<file path="src/daa_irq_regs.vh">
`ifndef DAA_IRQ_REGS_VH
`define DAA_IRQ_REGS_VH
// ----------------------------------------
// Register byte addresses (index times four)
// ----------------------------------------
`define REG_IDX_CONTROL_TWO 8'h02
`define REG_IDX_MASK 8'h03
`define REG_IDX_SOURCE 8'h04
`define REG_IDX_OFF_HOOK 8'h05
`define ADDR_CONTROL_TWO 12'h008
`define ADDR_MASK 12'h00C
`define ADDR_SOURCE 12'h010
`define ADDR_OFF_HOOK 12'h014
// ----------------------------------------
// Fields and reset values
// ----------------------------------------
`define CTL_PIN_SEL 7
`define CTL_POL 6
`define CTL_WDT 4
`define CTL_RING_MODE 2
`define CTL_HYBRID 1
`define CTL_RX 0
`define CTL_WMASK 8'hD7
`define CTL_RESET 8'h03
`define MASK_RESET 8'h00
`define SRC_RING 7
`define SRC_OVL 6
`define SRC_FRAME 5
`define SRC_BILL 4
`define SRC_DROP 3
`define SRC_RESET 8'h00
`define SRC_LOOP 2
`define SRC_TIP 1
`define SRC_POL 0
`define OH_BIT 0
`define LVS_TOP 7
`define LCS_FULL 5'h1F
// ----------------------------------------
// Synchroniser bit positions
// ----------------------------------------
`define SYN_MON 19
`define SYN_LVS 18
`define SYN_TIP 17
`define SYN_LCS_HI 16
`define SYN_LCS_LO 12
`define SYN_DROP 11
`define SYN_BILL 10
`define SYN_FRAME 9
`define SYN_OVL 8
`define SYN_RING 7
`define SYNC_RESET 20'h0_0000
`define RD_ZERO 32'h0000_0000
`define WDT_RESET 32'h0000_0000
// ----------------------------------------
// Timing
// ----------------------------------------
`define WDT_TIME_MS 4000
`define CLK_KHZ 50000
`define WDT_CYCLES (`WDT_TIME_MS * `CLK_KHZ)
`endif

</file>
<file path="src/daa_interrupt_watchdog_control.v">
`timescale 1ns/1ps
`include "daa_irq_regs.vh"
module daa_interrupt_watchdog_control #(
  parameter WDT_CYCLES = `WDT_CYCLES
)(
  // Clock and reset
  input wire pclk,
  input wire presetn,
  // APB slave
  input wire psel,
  input wire penable,
  input wire pwrite,
  input wire [11:0] paddr,
  input wire [31:0] pwdata,
  output reg [31:0] prdata,
  output reg pready,
  output reg pslverr,
  // Detector inputs from other clock domains
  input wire ring_active,
  input wire rx_overload_evt,
  input wire frame_lock_lost,
  input wire billing_tone_evt,
  input wire supply_dropout_evt,
  input wire [4:0] loop_current_value,
  input wire tip_ground_status,
  input wire [7:0] line_voltage_value,
  // Monitor stream input
  input wire monitor_bit,
  // Outputs
  output reg monitor_or_irq_pin,
  output reg off_hook_ctl,
  output reg hybrid_connect,
  output reg receive_path_on
);
// ----------------------------------------
// Synchronisers
// ----------------------------------------
wire [19:0] raw_in;
reg [19:0] sync1_q;
reg [19:0] sync2_q;
reg [19:0] prev_q;
assign raw_in = {monitor_bit, line_voltage_value[`LVS_TOP],
  tip_ground_status, loop_current_value, supply_dropout_evt,
  billing_tone_evt, frame_lock_lost, rx_overload_evt, ring_active,
  7'h00};
// First stage feeds only the second; nothing else reads it
always @(posedge pclk or negedge presetn)
begin
  if (!presetn)
  begin
    sync1_q <= `SYNC_RESET;
  end
  else
  begin
    sync1_q <= raw_in;
  end
end
always @(posedge pclk or negedge presetn)
begin
  if (!presetn)
  begin
    sync2_q <= `SYNC_RESET;
  end
  else
  begin
    sync2_q <= sync1_q;
  end
end
// Last settled sample, for edge detection
always @(posedge pclk or negedge presetn)
begin
  if (!presetn)
  begin
    prev_q <= `SYNC_RESET;
  end
  else
  begin
    prev_q <= sync2_q;
  end
end
wire s_mon = sync2_q[`SYN_MON];
wire s_lvs = sync2_q[`SYN_LVS];
wire s_tip = sync2_q[`SYN_TIP];
wire [4:0] s_lcs = sync2_q[`SYN_LCS_HI:`SYN_LCS_LO];
wire s_drop = sync2_q[`SYN_DROP];
wire s_bill = sync2_q[`SYN_BILL];
wire s_frame = sync2_q[`SYN_FRAME];
wire s_ovl = sync2_q[`SYN_OVL];
wire s_ring = sync2_q[`SYN_RING];
wire p_lvs = prev_q[`SYN_LVS];
wire p_tip = prev_q[`SYN_TIP];
wire p_lcs_full = (prev_q[`SYN_LCS_HI:`SYN_LCS_LO] == `LCS_FULL);
wire p_drop = prev_q[`SYN_DROP];
wire p_bill = prev_q[`SYN_BILL];
wire p_frame = prev_q[`SYN_FRAME];
wire p_ovl = prev_q[`SYN_OVL];
wire p_ring = prev_q[`SYN_RING];
// ----------------------------------------
// Bus decode
// ----------------------------------------
wire acc = psel & penable & pready;
wire wr = acc & pwrite;
wire hit_ctl = (paddr == `ADDR_CONTROL_TWO);
wire hit_mask = (paddr == `ADDR_MASK);
wire hit_src = (paddr == `ADDR_SOURCE);
wire hit_oh = (paddr == `ADDR_OFF_HOOK);
wire hit_any = hit_ctl | hit_mask | hit_src | hit_oh;
// ----------------------------------------
// Registers
// ----------------------------------------
reg [7:0] ctl_q;
reg [7:0] mask_q;
reg [7:0] src_q;
reg [7:0] src_d;
reg [7:0] ctl_d;
reg [7:0] evt;
reg oh_q;
reg [31:0] wdt_q;
reg wdt_fire;
// Ring end only counts when the ring mode bit is set
wire ring_start = s_ring & ~p_ring;
wire ring_end = ~s_ring & p_ring & ctl_q[`CTL_RING_MODE];
always @*
begin
  evt = 8'h00;
  evt[`SRC_RING] = ring_start | ring_end;
  evt[`SRC_OVL] = s_ovl & ~p_ovl;
  evt[`SRC_FRAME] = s_frame & ~p_frame;
  evt[`SRC_BILL] = s_bill & ~p_bill;
  evt[`SRC_DROP] = s_drop & ~p_drop;
  evt[`SRC_LOOP] = (s_lcs == `LCS_FULL) & ~p_lcs_full;
  evt[`SRC_TIP] = s_tip & ~p_tip;
  evt[`SRC_POL] = s_lvs ^ p_lvs;
  // Event wins over a same-cycle clear
  src_d = src_q;
  if (wr && hit_src)
  begin
    src_d = src_q & pwdata[7:0];
  end
  src_d = src_d | evt;
  // Sticky arm bit
  ctl_d = ctl_q;
  if (wr && hit_ctl)
  begin
    ctl_d = pwdata[7:0] & `CTL_WMASK;
    ctl_d[`CTL_WDT] = ctl_q[`CTL_WDT] | pwdata[`CTL_WDT];
  end
end
always @(posedge pclk or negedge presetn)
begin
  if (!presetn)
  begin
    ctl_q <= `CTL_RESET;
  end
  else
  begin
    ctl_q <= ctl_d;
  end
end
always @(posedge pclk or negedge presetn)
begin
  if (!presetn)
  begin
    src_q <= `SRC_RESET;
  end
  else
  begin
    src_q <= src_d;
  end
end
always @(posedge pclk or negedge presetn)
begin
  if (!presetn)
  begin
    mask_q <= `MASK_RESET;
  end
  else if (wr && hit_mask)
  begin
    mask_q <= pwdata[7:0];
  end
end
// Host write after timeout works normally
always @(posedge pclk or negedge presetn)
begin
  if (!presetn)
  begin
    oh_q <= 1'b0;
  end
  else if (wr && hit_oh)
  begin
    oh_q <= pwdata[`OH_BIT];
  end
  else if (wdt_fire)
  begin
    oh_q <= 1'b0;
  end
end
// ----------------------------------------
// Watchdog
// ----------------------------------------
wire wdt_hit = ctl_q[`CTL_WDT] && !acc && (wdt_q >= WDT_CYCLES - 1);
// Reads restart the count too, so polling alone keeps the line up
always @(posedge pclk or negedge presetn)
begin
  if (!presetn)
  begin
    wdt_q <= `WDT_RESET;
  end
  else if (acc || !ctl_q[`CTL_WDT])
  begin
    wdt_q <= `WDT_RESET;
  end
  else if (wdt_hit)
  begin
    wdt_q <= `WDT_RESET;
  end
  else
  begin
    wdt_q <= wdt_q + 32'h0000_0001;
  end
end
always @(posedge pclk or negedge presetn)
begin
  if (!presetn)
  begin
    wdt_fire <= 1'b0;
  end
  else
  begin
    wdt_fire <= wdt_hit;
  end
end
// ----------------------------------------
// APB answer
// ----------------------------------------
wire irq_any = |(src_q & mask_q);
wire irq_lvl = irq_any ~^ ctl_q[`CTL_POL];
reg [31:0] rd_d;
// Latched in setup, so data stands with pready
always @*
begin
  rd_d = `RD_ZERO;
  if (hit_ctl)
  begin
    rd_d = {24'h00_0000, ctl_q};
  end
  else if (hit_mask)
  begin
    rd_d = {24'h00_0000, mask_q};
  end
  else if (hit_src)
  begin
    rd_d = {24'h00_0000, src_q};
  end
  else if (hit_oh)
  begin
    rd_d = {31'h0000_0000, oh_q};
  end
end
always @(posedge pclk or negedge presetn)
begin
  if (!presetn)
  begin
    prdata <= `RD_ZERO;
  end
  else if (psel && !penable && !pwrite)
  begin
    prdata <= rd_d;
  end
  else
  begin
    prdata <= `RD_ZERO;
  end
end
always @(posedge pclk or negedge presetn)
begin
  if (!presetn)
  begin
    pready <= 1'b0;
  end
  else
  begin
    pready <= psel & ~penable;
  end
end
always @(posedge pclk or negedge presetn)
begin
  if (!presetn)
  begin
    pslverr <= 1'b0;
  end
  else
  begin
    pslverr <= psel & ~penable & ~hit_any;
  end
end
// ----------------------------------------
// Pin outputs
// ----------------------------------------
always @(posedge pclk or negedge presetn)
begin
  if (!presetn)
  begin
    monitor_or_irq_pin <= 1'b0;
  end
  else if (ctl_q[`CTL_PIN_SEL])
  begin
    monitor_or_irq_pin <= irq_lvl;
  end
  else
  begin
    monitor_or_irq_pin <= s_mon;
  end
end
always @(posedge pclk or negedge presetn)
begin
  if (!presetn)
  begin
    off_hook_ctl <= 1'b0;
  end
  else
  begin
    off_hook_ctl <= oh_q;
  end
end
always @(posedge pclk or negedge presetn)
begin
  if (!presetn)
  begin
    hybrid_connect <= 1'b0;
  end
  else
  begin
    hybrid_connect <= ctl_q[`CTL_HYBRID];
  end
end
always @(posedge pclk or negedge presetn)
begin
  if (!presetn)
  begin
    receive_path_on <= 1'b0;
  end
  else
  begin
    receive_path_on <= ctl_q[`CTL_RX];
  end
end
endmodule // daa_interrupt_watchdog_control

</file>
<file path="config.mk">
export PLATFORM = sky130hd
export DESIGN_NAME = daa_interrupt_watchdog_control
export DESIGN_NICKNAME = d
export VERILOG_FILES = /design/src/daa_interrupt_watchdog_control.v
export VERILOG_INCLUDE_DIRS = /design/src /design/src/src
export SDC_FILE = /design/constraint.sdc
export NUM_CORES = 1
export LEC_CHECK = 0
export BUFFER_PORTS_ARGS = -buffer_cell sky130_fd_sc_hd__buf_2
export CORE_MARGIN = 5
export CORE_UTILIZATION = 57
export DETAILED_ROUTE_END_ITERATION = 12
export PLACE_DENSITY = 0.86
export SLEW_MARGIN = 20
export SYNTH_ARGS = -nofsm -noshare
export SYNTH_HDL_FRONTEND = slang
export SYNTH_SLANG_ARGS = --single-unit
</file>
<file path="constraint.sdc">
create_clock -name pclk -period 4.3 [get_ports pclk]
set_clock_uncertainty 0.1 [all_clocks]
set_input_delay 1.29 -clock pclk [delete_from_list [all_inputs] [get_ports pclk]]
set_output_delay 1.29 -clock pclk [all_outputs]
set_load 0.005 [all_outputs]
</file>
== After elaboration in Yosys (flattened, before gate mapping) ==
Index checks and enable logic that the tools add are counted.

* Bits in latches: 0
* Bits of input ports: 69
* Word-level logic and storage cells: 84
* RAM bits: 0
* Memories kept: 0
* Bits in registers: 132
* Output and inout bits: 38
* ROM bits: 0

* Equal/unequal tests: 6
* $lt $le $gt $ge: 1
* Multiplexer cells: 11
* Multiply operators: 0
* Add/sub/neg operators: 1
* Shift operators: 0
* Divide/modulo/power cells: 0
* Bitwise operators: 34
* Reductions and logical operators: 15

{| class="wikitable"
|+ Operator list
! kind !! count
|-
| 32-bit 2-to-1 mux || 6
|-
| 32-bit by 1-bit adder with 32-bit output (second input constant) || 1
|-
| 32-bit by 28-bit greater-or-equal comparator with 1-bit output (second input constant) || 1
|-
| 12-bit by 4-bit equality test with 1-bit output (second input constant) || 2
|-
| 12-bit by 5-bit equality test with 1-bit output (second input constant) || 2
|-
| 8-bit bitwise AND || 2
|-
| 1-bit bitwise AND || 14
|-
| 5-bit equality test (second input constant) || 2
|-
| 1-bit inverter || 10
|-
| 1-bit logical AND || 8
|-
| 8-bit 2-to-1 mux || 1
|-
| 8-bit OR || 1
|-
| 8-bit OR reduction || 1
|-
| 1-bit OR || 5
|-
| 1-bit zero test || 4
|-
| 1-bit 2-to-1 mux || 4
|-
| 2-bit nonzero test || 1
|-
| 1-bit logical OR || 1
|-
| 1-bit XNOR || 1
|-
| 1-bit bitwise XOR || 1
|}

== Depth between registers and ports, before layout ==
* Depth in word-level cells: 7
* Mapped depth: 7
* Gate-level depth less buffers: 5

== Worst setup path after synthesis ==
No wires, ideal clock.

* Path type: input to register
* Start: input port paddr[9]
* End: register ctl_q[2]
* Required time: 4.075 ns
* Path slack: 0.931 ns
* Arrival time: 3.144 ns
* Stages: 5
* Path buffers: 1
* Setup time: 0.125 ns
* Cells stage by stage: or4_4 or4_1 buf_2 nor3_4 mux2_2

* Word-level cells in the longest chain between the ends: 2

{| class="wikitable"
|+ Ends and longest elaborated chain
! what !! RTL line !! source
|-
| from (decl) || daa_interrupt_watchdog_control.v:13 || <nowiki>input wire [11:0] paddr,</nowiki>
|-
| 12-bit by 4-bit equality test with 1-bit output (no source line) || - ||
|-
| 1-bit logical AND || daa_interrupt_watchdog_control.v:143 || <nowiki>if (wr && hit_ctl)</nowiki>
|-
| to (signal assigned) || daa_interrupt_watchdog_control.v:153 || <nowiki>ctl_q <= `CTL_RESET;</nowiki>
|-
| to (signal assigned) || daa_interrupt_watchdog_control.v:157 || <nowiki>ctl_q <= ctl_d;</nowiki>
|-
| to (decl) || daa_interrupt_watchdog_control.v:111 || <nowiki>reg [7:0] ctl_q;</nowiki>
|}

Every way passes these cells.
A chain may end at the register's enable or synchronous reset.

== Final worst setup path ==
* Start: input port paddr[9]
* End: register mask_q[5]

* Word-level cells in the longest chain between the ends: 2

{| class="wikitable"
|+ Ends and longest elaborated chain
! what !! RTL line !! source
|-
| 12-bit by 4-bit equality test with 1-bit output (no source line) || - ||
|-
| 1-bit logical AND || daa_interrupt_watchdog_control.v:177 || <nowiki>else if (wr && hit_mask)</nowiki>
|-
| to (signal assigned) || daa_interrupt_watchdog_control.v:175 || <nowiki>mask_q <= `MASK_RESET;</nowiki>
|-
| to (signal assigned) || daa_interrupt_watchdog_control.v:179 || <nowiki>mask_q <= pwdata[7:0];</nowiki>
|-
| to (decl) || daa_interrupt_watchdog_control.v:112 || <nowiki>reg [7:0] mask_q;</nowiki>
|}

Every way passes these cells.

==> impl_metrics.yaml <==
clock_network:
  cts_sinks: 108
  cts_setup_buffers: 0
  holdBufCountCts: 0
  htreeDepth: 3
  path_clk_slew_ns: 0.11
  cts_buffers: 9
  clkLatencyLatePin_ns: 0.35
  cts_max_path_buffers: 2
  ctsRootBufferMaster: "clkbuf_8"
  cts_tree: "built"
  post_cts_resized: 0
finish:
  drive_above_1_share: 0.230
  mostFrequentLayoutCell: "dfrtp_1"
  nets: 492
  fin_area_um2: 5010
  fillers: 565
  layout_common_cells: "dfrtp_1, buf_2, conb_1, a211oi_1, nand2_1"
  areaGrowthSynthToFinish_pct: 11.1
  num_antenna_cells: 0
sta:
  hold_violations: 0
  min_period_over_period: 0.777
  rsz0062_at_grt: "no"
  slew_viol_final: 0
  max_slew_margin: 0.345
  worst_slack_ns: 0.959
  max_freq_mhz: 299
  whs_ns: 0.254
  tightest_slew_ns: 0.980
  setup_viol: 0
  period_minus_slack_ns: 3.34
  tns_ns: 0
setup_path:
  cp-end-kind: "register"
  crit_slowest_cell: "or3_1"
  reg2reg_from: "wdt_q[0]$_DFF_PN0_"
  critPathKind: "in -> reg"
  timing.rr.end: "wdt_q[25]$_DFF_PN0_"
  cp_max_fo: 8
  path_cells: "buf_2, or4_4, or4_1, or3_1, mux2_4"
  ff2ff_setup_slack_ns: 1.74
  start_kind: "primary input"
  slowest_delay_ns: 0.62
  arrival_ns: 3.49
  reg2reg_depth: 6
  worstPathRequired_ns: 4.45
logic_synthesis:
  synthFlopType: "dfrtp_1"
  ys_ff_latch: 108
  synth_top_area_frac: 0.588
  async_flop_share: 1.00
  synth_edf_count: 0
  synthesis.area_um2: 4510
  ys_warn_count: 0
  syn_inst: 367
  syn-mean-instance-area_um2: 12.3
  synth_top_cell_by_area: "dfrtp_1"
  ys_top_cells_by_area: "dfrtp_1, buf_4, a211oi_1"
  seq_area_frac_synth: 0.600
  synth_cell_types: 46
floorplan:
  die_y_um: 99.0
  rows: 32
  core_um2: 7730
  ios: 107
  die_w_um: 99.0
  dieArea_um2: 9800
  start_util: 0.584
flow_run:
  max-cap-violations: 0
placed_design:
  pre_cts_ws_ns: 0.586
  placed_cell_area_um2: 4810
  globalplace.congestion: 0.792
  io_buffer_count: 51
  hpwl_um: 5900
power:
  power_density_nw_per_um2: 347
  p_leak_nw: 2.21
  vdd_ir_drop_max_v: 0.000190
drt:
  postRouteAntennaNets: 0
  firstDrtPassIters: 4
  wirelength_um: 8720
  wire_per_inst_um: 16.5
  drtIter0Drc: 161
  remaining_drc_errors: 0
  via_count: 3052
  routed_via_density: 5.77
grt:
  grt_max_degree: 77
  antenna_found_initial: 0
  grt_pass1_vias: 3092
  grt_usage: 0.187
  grt_pass1_wl_um: 14800
  grt-ovfl-total: 0
worst_hold_path:
  worstHoldPathCells: 0
  hp-class: "reg -> reg"
  min_to: "sync2_q[9]$_DFF_PN0_"
  hold_start: "sync1_q[9]$_DFF_PN0_"
outcome:
  status: "complete, no violations"
==> metal layers <==
| metal | part of all wire | vias up | track usage |
|---|---|---|---|
| met5 | 0 | - | 0 |
| met2 | 0.51 | 121 | 0.311 |
| met4 | 0.0072 | 0 | 0.0620 |
| li1 | - | 1412 | - |
| met3 | 0.072 | 5 | 0.0311 |
| met1 | 0.41 | 1514 | 0.252 |
==> layout make-up <==
type,count,area (um^2),share of cell area
clock buffers,10,128,0.0254
flip-flops and latches,108,2710,0.539
well taps,102,128,0.0254
repair buffers,57,315,0.0629
clock inverters,6,81.3,0.0162
inverters,9,33.8,0.00674
multi-input cells,237,1620,0.324
==> cells in the mapped netlist (all sizes together), types with 3 or more instances <==
cell and count:
or3 11, o21ai 13, a221oi 11, xnor2 8, or4 8, nor3 5
o31ai 11, mux2 19, and4 4, a22oi 11, nand2b 4, clkbuf 13
nand2 16, dfrtp 106, nand3 10, a211oi 18, nor4 5, inv 9
buf 27, and3 3, xor2 8, nor2 9, nand4 13
==> report_power, final <==
group / total (W) / internal, W / leakage [nW] / switching [W]
clock: 0.000626 / 0.000282 / 0.105 / 0.000344
sequential: 0.00104 / 0.00104 / 1.36 / 0.00000755
combinational: 0.0000696 / 0.0000225 / 0.746 / 0.0000470
==> cell families (layout without fill, tap and decap cells) <==
family	Yosys count	after routing	share of synthesized area
and+or+nand+nor	99	99	0.129
muxes	21	21	0.0585
AOI/OAI and AO/OA	72	72	0.115
adders and majority gates	1	1	0.00277
other	1	28	0.000831
xor gates and xnor gates	16	16	0.0311
DFF	108	108	0.600
buffers and inverters	49	82	0.0630
==> critical path, delay by kind of cell <==
| kind | cells | cell delay, ns |
|---|---|---|
| buffers and inverters | 1 | 0.09 |
| muxes | 1 | 0.39 |
| and+or+nand+nor | 3 | 1.71 |
==> how the worst max path moves through the flow <==
| stage | startpoint | to |
|---|---|---|
| 2_1_floorplan | paddr[9] | ctl_q[2]$_DFFE_PN0P_ |
| 3_3_place_gp | paddr[9] | mask_q[2]$_DFFE_PN0P_ |
| 3_5_place_dp | paddr[9] | mask_q[5]$_DFFE_PN0P_ |
| 4_1_cts | paddr[9] | mask_q[5]$_DFFE_PN0P_ |
| 5_1_grt | paddr[9] | mask_q[4]$_DFFE_PN0P_ |
| 6_report | paddr[9] | mask_q[5]$_DFFE_PN0P_ |
==> sequential cells by signal (all words and copies together) (netlist names) <==
name / count
off_hook_ctl: 1
hybrid_connect: 1
pslverr: 1
src_q: 8
monitor_or_irq_pin: 1
prdata: 8
pready: 1
sync1_q: 13
mask_q: 8
wdt_q: 32
ctl_q: 6
receive_path_on: 1
oh_q: 1
sync2_q: 13
wdt_fire: 1
prev_q: 12
==> stage by stage <==
step | instances | total power (W) | utilization
after floorplan | 394 | 0.00110 | -
after CTS | 529 | 0.00176 | 0.649
after detailed placement | 513 | 0.00113 | 0.622
after global placement | 513 | 0.00113 | 0.622
final | 529 | 0.00174 | 0.649
after global routing | 529 | 0.00181 | 0.649
Power figures use the tool's default switching activity.
